<file path="config.mk">
export PLATFORM = sky130hd
export DESIGN_NAME = fpdio_top
export DESIGN_NICKNAME = d
export VERILOG_FILES = /design/src/fpdio_pkg.sv /design/src/fpdio_top.sv
export SDC_FILE = /design/constraint.sdc
export NUM_CORES = 1
export LEC_CHECK = 0
export BUFFER_PORTS_ARGS = -buffer_cell sky130_fd_sc_hd__buf_2
export CORE_ASPECT_RATIO = 0.7
export CORE_MARGIN = 1
export CORE_UTILIZATION = 49
export DETAILED_ROUTE_END_ITERATION = 8
export HOLD_SLACK_MARGIN = 0.1
export PLACE_DENSITY = 0.76
export SYNTH_ARGS = -nofsm -noshare
export SYNTH_HDL_FRONTEND = slang
export SYNTH_SLANG_ARGS = --single-unit
</file>
<file path="constraint.sdc">
create_clock -name clk_i -period 3.5 [get_ports clk_i]
set_input_delay 0.525 -clock clk_i [delete_from_list [all_inputs] [get_ports clk_i]]
set_output_delay 0.525 -clock clk_i [all_outputs]
set_load 0.01 [all_outputs]
</file>
<file path="src/fpdio_pkg.sv">
// Purpose: Shared constants and types for the front-panel digital I/O block
// Assumes: 100 MHz module clock
// Notes: Field positions refer to the trigger configuration word
package fpdio_pkg;
  localparam int FPDIO_STAMP_W = 48;
  localparam int FPDIO_CHANNELS = 16;
  localparam int FPDIO_GROUP_LSB = 12;
  localparam int FPDIO_GROUP_MSB = 14;
  localparam int FPDIO_OUT_EN_BIT = 15;
  localparam int FPDIO_CHAN_LSB = 16;
  localparam int FPDIO_CHAN_MSB = 19;
  localparam int FPDIO_TEST_LSB = 20;
  localparam int FPDIO_TEST_MSB = 23;
  localparam logic [2:0] FPDIO_GROUP_TRIG = 3'h0;
  localparam logic [2:0] FPDIO_GROUP_STAT = 3'h1;
  localparam logic [31:0] FPDIO_CFG_RESET = 32'h0000_0000;
  localparam logic [7:0] FPDIO_DELAY_RESET = 8'h00;
  localparam logic [FPDIO_STAMP_W-1:0] FPDIO_STAMP_ZERO = 48'h0000_0000_0000;
  localparam int FPDIO_SYNC_STAGES = 2;
  // Register offsets
  localparam logic [3:0] FPDIO_ADDR_CFG = 4'h0;
  localparam logic [3:0] FPDIO_ADDR_CTRL = 4'h1;
  localparam logic [3:0] FPDIO_ADDR_RELAY = 4'h2;
  localparam logic [3:0] FPDIO_ADDR_DELAY = 4'h3;
  localparam logic [3:0] FPDIO_ADDR_STATUS = 4'h4;
  localparam logic [3:0] FPDIO_ADDR_STAMP_LO = 4'h5;
  localparam logic [3:0] FPDIO_ADDR_STAMP_HI = 4'h6;
  localparam int FPDIO_CTRL_SYNC_EN = 0;
  localparam int FPDIO_CTRL_RUN_REQ = 1;
  localparam int FPDIO_CTRL_EXT_FT_SEL = 2;

  typedef struct packed {
    logic [3:0] addr;
    logic [31:0] wdata;
    logic wr;
    logic rd;
  } fpdio_bus_t;

  typedef struct packed {
    logic fast_trig;
    logic validation;
    logic inhibit;
    logic stamp_clk;
    logic stamp_clr;
    logic diff_valid;
    logic diff_fast;
  } fpdio_pins_t;
endpackage

</file>
<file path="src/fpdio_top.sv">
// Purpose: Front-panel digital I/O of a 16-channel pulse-processing module
// Assumes: Single 100 MHz clock, all pin inputs asynchronous
// Notes: Registers on a plain strobe port, read data one cycle after read strobe
`timescale 1ns/1ps
module fpdio_top
  import fpdio_pkg::*;
#(
  parameter int CHANNELS = FPDIO_CHANNELS,
  parameter int STAMP_W = FPDIO_STAMP_W,
  parameter int DELAY_W = 8
)
(
  input wire logic clk_i,
  input wire logic resetn_i,
  input wire logic [3:0] addr_i,
  input wire logic [31:0] wdata_i,
  input wire logic wr_i,
  input wire logic rd_i,
  output logic [31:0] rdata_o,
  input wire logic ext_fast_trigger_in_i,
  input wire logic run_inhibit_in_i,
  input wire logic ext_stamp_clock_in_i,
  input wire logic ext_validation_in_i,
  input wire logic ext_stamp_clear_in_i,
  input wire logic diff_validation_in_i,
  input wire logic diff_fast_trigger_in_i,
  input wire logic [CHANNELS-1:0] local_trigger_i,
  input wire logic [CHANNELS-1:0] channel_validation_i,
  input wire logic [CHANNELS-1:0] channel_veto_i,
  input wire logic [CHANNELS-1:0] global_validation_i,
  input wire logic module_memory_full_flag_i,
  input wire logic system_memory_full_flag_i,
  input wire logic [15:0] test_signals_i,
  input wire logic sync_ready_i,
  input wire logic event_trigger_i,
  output logic [STAMP_W-1:0] event_stamp_o,
  output logic record_trigger_o,
  output logic event_valid_o,
  output logic run_active_o,
  output logic run_led_o,
  output logic diff_sync_status_out_o,
  output logic [CHANNELS-1:0] relay_select_o,
  output logic [7:0] debug_out_o
);

  // ****************************************
  // Input synchronisers
  // ****************************************
  fpdio_pins_t pins_raw;
  fpdio_pins_t sync1_reg;
  fpdio_pins_t sync2_reg;
  fpdio_pins_t sync3_reg;
  fpdio_bus_t bus;

  assign pins_raw = '{fast_trig: ext_fast_trigger_in_i, validation: ext_validation_in_i,
                      inhibit: run_inhibit_in_i, stamp_clk: ext_stamp_clock_in_i,
                      stamp_clr: ext_stamp_clear_in_i, diff_valid: diff_validation_in_i,
                      diff_fast: diff_fast_trigger_in_i};
  assign bus = '{addr: addr_i, wdata: wdata_i, wr: wr_i, rd: rd_i};

  // Third stage only feeds edge detect, never the first stage
  always_ff @(posedge clk_i or negedge resetn_i)
  begin
    if (!resetn_i)
    begin
      sync1_reg <= '0;
      sync2_reg <= '0;
      sync3_reg <= '0;
    end
    else
    begin
      sync1_reg <= pins_raw;
      sync2_reg <= sync1_reg;
      sync3_reg <= sync2_reg;
    end
  end

  // ****************************************
  // Registers
  // ****************************************
  logic [31:0] cfg_reg;
  logic [2:0] ctrl_reg;
  logic [CHANNELS-1:0] relay_reg;
  logic [DELAY_W-1:0] delay_reg;
  logic [31:0] rdata_next;
  logic [STAMP_W-1:0] stamp_reg;
  logic [STAMP_W-1:0] capt_reg;
  logic run_reg;
  logic abort_reg;

  // Strobe qualified by one register offset
  function automatic logic fpdio_hit(input logic strobe, input logic [3:0] addr,
    input logic [3:0] offset);
    return strobe && (addr == offset);
  endfunction

  wire wr_cfg = fpdio_hit(bus.wr, bus.addr, FPDIO_ADDR_CFG);
  wire wr_ctrl = fpdio_hit(bus.wr, bus.addr, FPDIO_ADDR_CTRL);
  wire wr_relay = fpdio_hit(bus.wr, bus.addr, FPDIO_ADDR_RELAY);
  wire wr_delay = fpdio_hit(bus.wr, bus.addr, FPDIO_ADDR_DELAY);

  always_ff @(posedge clk_i or negedge resetn_i)
  begin
    if (!resetn_i)
    begin
      cfg_reg <= FPDIO_CFG_RESET;
      ctrl_reg <= 3'h0;
      relay_reg <= '0;
      delay_reg <= DELAY_W'(FPDIO_DELAY_RESET);
    end
    else
    begin
      if (wr_cfg)
        cfg_reg <= bus.wdata;
      if (wr_ctrl)
        ctrl_reg <= bus.wdata[2:0];
      if (wr_relay)
        relay_reg <= bus.wdata[CHANNELS-1:0];
      if (wr_delay)
        delay_reg <= bus.wdata[DELAY_W-1:0];
    end
  end

  // Unmapped addresses read zero
  always_comb
  begin
    rdata_next = 32'h0000_0000;
    case (bus.addr)
      FPDIO_ADDR_CFG: rdata_next = cfg_reg;
      FPDIO_ADDR_CTRL: rdata_next = {29'h0000_0000, ctrl_reg};
      FPDIO_ADDR_RELAY: rdata_next = 32'(relay_reg);
      FPDIO_ADDR_DELAY: rdata_next = 32'(delay_reg);
      FPDIO_ADDR_STATUS: rdata_next = {29'h0000_0000, abort_reg, sync2_reg.inhibit, run_reg};
      FPDIO_ADDR_STAMP_LO: rdata_next = capt_reg[31:0];
      FPDIO_ADDR_STAMP_HI: rdata_next = 32'(capt_reg[STAMP_W-1:32]);
      default: rdata_next = 32'h0000_0000;
    endcase
  end

  // ****************************************
  // External timestamp
  // ****************************************
  // Edge detect at 100 MHz limits usable stamp clock to a few tens of MHz
  wire stamp_edge = sync2_reg.stamp_clk && !sync3_reg.stamp_clk;

  always_ff @(posedge clk_i or negedge resetn_i)
  begin
    if (!resetn_i)
    begin
      stamp_reg <= FPDIO_STAMP_ZERO;
      capt_reg <= FPDIO_STAMP_ZERO;
    end
    else
    begin
      if (sync2_reg.stamp_clr)
        stamp_reg <= FPDIO_STAMP_ZERO;
      else if (stamp_edge)
        stamp_reg <= stamp_reg + STAMP_W'(1);
      if (event_trigger_i)
        capt_reg <= stamp_reg;
    end
  end

  // ****************************************
  // Run control
  // ****************************************
  typedef enum logic [2:0] {
    FPDIO_IDLE = 3'b001,
    FPDIO_WAIT = 3'b010,
    FPDIO_RUN = 3'b100
  } fpdio_state_t;
  fpdio_state_t state_reg;
  fpdio_state_t state_next;
  wire sync_en = ctrl_reg[FPDIO_CTRL_SYNC_EN];
  wire run_req = ctrl_reg[FPDIO_CTRL_RUN_REQ];
  wire inhibit = sync_en && sync2_reg.inhibit;
  logic abort_next;
  logic run_hold_reg;
  logic run_hold_next;
  // A request left standing after an abort is not a fresh one
  wire run_fresh = run_req && !run_hold_reg;

  always_comb
  begin
    state_next = state_reg;
    abort_next = abort_reg;
    case (state_reg)
      FPDIO_IDLE:
        if (run_fresh)
        begin
          state_next = FPDIO_WAIT;
          abort_next = 1'b0;
        end
      FPDIO_WAIT:
        if (!run_req)
          state_next = FPDIO_IDLE;
        else if (!inhibit)
          state_next = FPDIO_RUN;
      FPDIO_RUN:
        if (!run_req)
          state_next = FPDIO_IDLE;
        else if (inhibit)
        begin
          state_next = FPDIO_IDLE;
          abort_next = 1'b1;
        end
      default: state_next = FPDIO_IDLE;
    endcase
  end

  // Aborted run stays idle until software drops and renews the request,
  // so an inhibit that falls again cannot restart a run on its own
  assign run_hold_next = run_req && (run_hold_reg || (abort_next && !abort_reg));

  always_ff @(posedge clk_i or negedge resetn_i)
  begin
    if (!resetn_i)
    begin
      state_reg <= FPDIO_IDLE;
      abort_reg <= 1'b0;
      run_hold_reg <= 1'b0;
    end
    else
    begin
      state_reg <= state_next;
      abort_reg <= abort_next;
      run_hold_reg <= run_hold_next;
    end
  end
  assign run_reg = (state_reg == FPDIO_RUN);

  // ****************************************
  // Trigger path and debug outputs
  // ****************************************
  wire ext_fast = sync2_reg.fast_trig || sync2_reg.diff_fast;
  wire ext_valid = sync2_reg.validation || sync2_reg.diff_valid;
  wire ext_ft_sel = ctrl_reg[FPDIO_CTRL_EXT_FT_SEL];
  wire [3:0] chan = cfg_reg[FPDIO_CHAN_MSB:FPDIO_CHAN_LSB];
  wire [3:0] tsel = cfg_reg[FPDIO_TEST_MSB:FPDIO_TEST_LSB];
  wire [2:0] group = cfg_reg[FPDIO_GROUP_MSB:FPDIO_GROUP_LSB];
  wire out_en = cfg_reg[FPDIO_OUT_EN_BIT];

  // Delay line of the selected channel's local trigger
  logic [(1<<DELAY_W)-1:0] dline_reg;
  always_ff @(posedge clk_i or negedge resetn_i)
  begin
    if (!resetn_i)
      dline_reg <= '0;
    else
      dline_reg <= {dline_reg[(1<<DELAY_W)-2:0], local_trigger_i[chan]};
  end
  wire trig_delayed = (delay_reg == '0) ? local_trigger_i[chan] : dline_reg[delay_reg - 1'b1];

  logic [7:0] debug_next;
  always_comb
  begin
    debug_next = 8'h00;
    debug_next[0] = trig_delayed;
    if (group == FPDIO_GROUP_STAT)
    begin
      debug_next[2] = channel_veto_i[chan];
      debug_next[3] = module_memory_full_flag_i;
      debug_next[4] = system_memory_full_flag_i;
    end
    else
    begin
      debug_next[2] = trig_delayed && ext_valid;
      debug_next[3] = global_validation_i[chan];
      debug_next[4] = channel_validation_i[chan];
    end
    debug_next[6] = |local_trigger_i;
    debug_next[7] = test_signals_i[tsel];
    if (!out_en)
      debug_next = 8'h00;
  end

  // Bus, stamp and relay outputs
  always_ff @(posedge clk_i or negedge resetn_i)
  begin
    if (!resetn_i)
    begin
      rdata_o <= 32'h0000_0000;
      event_stamp_o <= FPDIO_STAMP_ZERO;
      relay_select_o <= '0;
    end
    else
    begin
      rdata_o <= bus.rd ? rdata_next : 32'h0000_0000;
      event_stamp_o <= capt_reg;
      relay_select_o <= relay_reg;
    end
  end

  // Run state outputs
  always_ff @(posedge clk_i or negedge resetn_i)
  begin
    if (!resetn_i)
    begin
      run_active_o <= 1'b0;
      run_led_o <= 1'b0;
      diff_sync_status_out_o <= 1'b0;
    end
    else
    begin
      run_active_o <= run_reg;
      run_led_o <= run_reg;
      diff_sync_status_out_o <= sync_en && sync_ready_i && !run_reg;
    end
  end

  // Trigger and debug outputs
  always_ff @(posedge clk_i or negedge resetn_i)
  begin
    if (!resetn_i)
    begin
      record_trigger_o <= 1'b0;
      event_valid_o <= 1'b0;
      debug_out_o <= 8'h00;
    end
    else
    begin
      record_trigger_o <= ext_ft_sel ? ext_fast : (|local_trigger_i);
      event_valid_o <= ext_valid;
      debug_out_o <= debug_next;
    end
  end
endmodule

</file>
==> impl_metrics.yaml <==
power_and_ir_drop:
  power.density_mw_per_mm2: 622
  leakagePower_nw: 11.3
  vdd_ir_drop_max_mv: 0.377
  fin_total_pwr_w: 0.0147
cells_and_area:
  finish.utilization_pct: 59.1
  layout-drive-gt1-share_pct: 36.1
  layout-area-overhead-vs-synth_pct: 18.3
  fillers: 3004
  largest_register_ff_count: 256
  seqCellArea_mm2: 0.0134
  n_antenna_cell: 0
  multiInputGateArea_mm2: 0.00623
  total_nets_final: 1648
  finish.cell_count_without_fillers: 2087
sta:
  worst_slew_margin_rel_pct: 20.9
  fin_skew_ps: 22.7
  setup_repair_after_global_routing_missed_its_margin: "false"
  slew_viol_final: 0
  timing_worst_slew_pin_value_ps: 1190
  finalCriticalPeriod_ps: 3140
  setup_total_negative_slack_ps: 0
  report.final.setup_viol: 0
  report.final.hold_viol_count: 0
  max_freq_ghz: 0.319
  post-route-period-util_pct: 89.7
place:
  numPortBuffers: 237
  dp.cells: 1991
  gp_routability_congestion: 0.864
  dpl.hpwl_um: 32200
synth:
  synth_cell_type_count: 65
  synth-warning-count: 0
  post_synth_inst_count: 1252
  number_of_flops_mapped_to_enable_cells_by_yosys: 0
  synth.avg_cell_area_um2: 16.0
  syn_area_mm2: 0.0200
  yosysMostFrequentCell: "sky130_fd_sc_hd__dfrtp_1"
  async_flop_share_pct: 100
  synth.cells.most_frequent: "sky130_fd_sc_hd__dfrtp_1 (536), sky130_fd_sc_hd__mux2_2 (107), sky130_fd_sc_hd__nor2_1 (86)"
  yosys_register_bits: 537
  proportion_of_synthesized_chip_area_in_sequential_cells_pct: 67.2
  yosysTopAreaCell: "sky130_fd_sc_hd__dfrtp_1"
  dominantRegCellSynth: "sky130_fd_sc_hd__dfrtp_1"
  yosys-top-cells-area: "sky130_fd_sc_hd__dfrtp_1 (67%), sky130_fd_sc_hd__mux4_2 (9.6%), sky130_fd_sc_hd__mux2_2 (6.0%), sky130_fd_sc_hd__nor2_1 (1.6%), sky130_fd_sc_hd__mux4_1 (1.6%)"
  area_share_of_the_largest_cell_type_after_synthesis_pct: 67.1
floorplan:
  dieHeight_um: 171
  core_area_mm2: 0.0400
  die_width_um: 243
  die_area_mm2: 0.0416
  initial_utilization_pct: 50.0
  top_level_ports: 240
  placement_rows: 61
clocking:
  tritoncts_clock_tree: "yes"
  htree_levels: 2
  clkLatencyLatePin_ps: 570
  post_cts_resize_count: 0
  cts_sinks: 537
  clk_pin_slew_ps: 60
  cts-root-buf: "sky130_fd_sc_hd__clkbuf_16"
  tritoncts.num_buffers: 48
  clockBufferDepth: 3
run_status:
  run_status: "finished, final reports clean"
detailed_routing:
  detailedRoute.firstPassIterationCount: 5
  detail_route.wl_per_cell_um: 22.4
  aggregate_routed_wire_length_um: 46700
  viasPerCell: 5.75
  dr.first_iter.drc_count: 963
  post-route-drc-count: 0
  ant_nets: 0
  route.vias.total: 12000
global_route:
  overflow: 0
  antenna_violations_before_repair: 2
  groute.usage.overall_pct: 23.2
  vias_in_the_first_global_route: 12400
  grt_start_max_net_pins: 100
  first_pass_grt_wire_length_um: 73000
setup_path:
  path_class: "reg -> reg"
  worst-endpoint-required_ps: 3940
  cp_max_fo: 24
  end_kind: "flip-flop"
  worstPathArrival_ps: 3580
  start_kind: "flip-flop"
  regToRegSetupSlack_ps: 360
min_path:
  hp-class: "in -> reg"
job:
  max_cap_viol_count: 0
==> repair_timing <==
action | CTS | global route
hold buffers | 8 | 0
setup buffers | 0 | 0
endpoints found under the hold margin | 96 | 0
==> area by class of cell <==
| type | instances | share of cell area (%) |
|---|---|---|
| well taps | 535 | 2.83 |
| multi-input cells | 641 | 26.3 |
| clock buffers | 68 | 5.99 |
| inverters | 9 | 0.143 |
| clock inverters | 20 | 1.02 |
| repair buffers | 277 | 6.84 |
| flip-flops and latches | 537 | 56.8 |
==> per-stage QoR <==
| stage | hold WS (ps) | setup WS, ps | cell area (µm²) |
|---|---|---|---|
| 2_1_floorplan | 229 | 151 | 20000 |
| 3_3_place_gp | 333 | 425 | 21900 |
| 3_5_place_dp | 338 | 358 | 21900 |
| 4_1_cts | 166 | 355 | 23700 |
| 5_1_grt | 164 | 188 | 23700 |
| 6_report | 184 | 360 | 23700 |
==> layer usage <==
layer / up-vias / GRT usage [%] / wire, µm
li1: 5117 / - / -
met1: 6281 / 34.6 / 20800
met2: 520 / 34.2 / 20900
met3: 72 / 5.69 / 3960
met4: 0 / 6.29 / 1060
met5: - / 0 / 0
==> critical path, stage by stage, from the launching register on <==
cell and delay [ps]:
sky130_fd_sc_hd__dfrtp_1 560, sky130_fd_sc_hd__inv_1 120, sky130_fd_sc_hd__ha_2 520, sky130_fd_sc_hd__buf_12 230, sky130_fd_sc_hd__mux4_2 320, sky130_fd_sc_hd__mux4_1 520
sky130_fd_sc_hd__o2111a_1 300, sky130_fd_sc_hd__nor4bb_4 320, sky130_fd_sc_hd__o31ai_1 110
==> logic make-up (layout without fill, tap and decap cells) <==
logic type	count (synthesis)	in the layout	share of synthesized area (%)
and+or+nand+nor	256	256	6.88
buffers and inverters	75	374	1.77
AOI/OAI and AO/OA	122	122	4.31
DFF	537	537	67.2
muxes	213	213	17.6
xor gates and xnor gates	45	45	1.97
other	1	2	0.0188
adders and majority gates	3	3	0.188
==> cells in the final DEF (no fill, tap or decap), types with 9 or more instances in the layout <==
cell | netlist | final
sky130_fd_sc_hd__a21oi_1 | 27 | 27
sky130_fd_sc_hd__xnor2_1 | 16 | 16
sky130_fd_sc_hd__nand4_1 | 13 | 13
sky130_fd_sc_hd__mux2i_1 | 9 | 9
sky130_fd_sc_hd__inv_1 | 9 | 9
sky130_fd_sc_hd__buf_4 | 7 | 24
sky130_fd_sc_hd__clkbuf_8 | 0 | 12
sky130_fd_sc_hd__mux4_1 | 12 | 12
sky130_fd_sc_hd__nand3_1 | 36 | 36
sky130_fd_sc_hd__nor2_1 | 86 | 86
sky130_fd_sc_hd__o21ai_0 | 22 | 22
sky130_fd_sc_hd__nand2_1 | 28 | 27
sky130_fd_sc_hd__xor2_1 | 29 | 29
sky130_fd_sc_hd__and4_1 | 9 | 9
sky130_fd_sc_hd__clkbuf_16 | 0 | 49
sky130_fd_sc_hd__a22oi_1 | 39 | 39
sky130_fd_sc_hd__mux4_2 | 85 | 85
sky130_fd_sc_hd__dfrtp_1 | 536 | 535
sky130_fd_sc_hd__buf_2 | 7 | 236
sky130_fd_sc_hd__or3_1 | 9 | 9
sky130_fd_sc_hd__clkinv_2 | 0 | 11
sky130_fd_sc_hd__mux2_2 | 107 | 107
==> worst paths after layout <==
kind / startpoint / end / cells past startpoint
max: delay_reg[1] / debug_out_o[2] / 8
min: wdata_i[29] / cfg_reg[29] / 2
max reg2reg: delay_reg[1] / debug_out_o[2] / 8
min reg2reg: sync1_reg[5] / sync2_reg[5] / 0
max in group asynchronous: resetn_i / event_stamp_o[47] / 3
min in group asynchronous: resetn_i / dline_reg[166] / 2
==> power breakdown <==
part | switching (W) | internal (W) | total (W)
registers | 0.000369 | 0.00667 | 0.00704
logic | 0.00114 | 0.00105 | 0.00219
clock network | 0.00229 | 0.00320 | 0.00549
No activity file was read; power rests on OpenSTA's default activity.
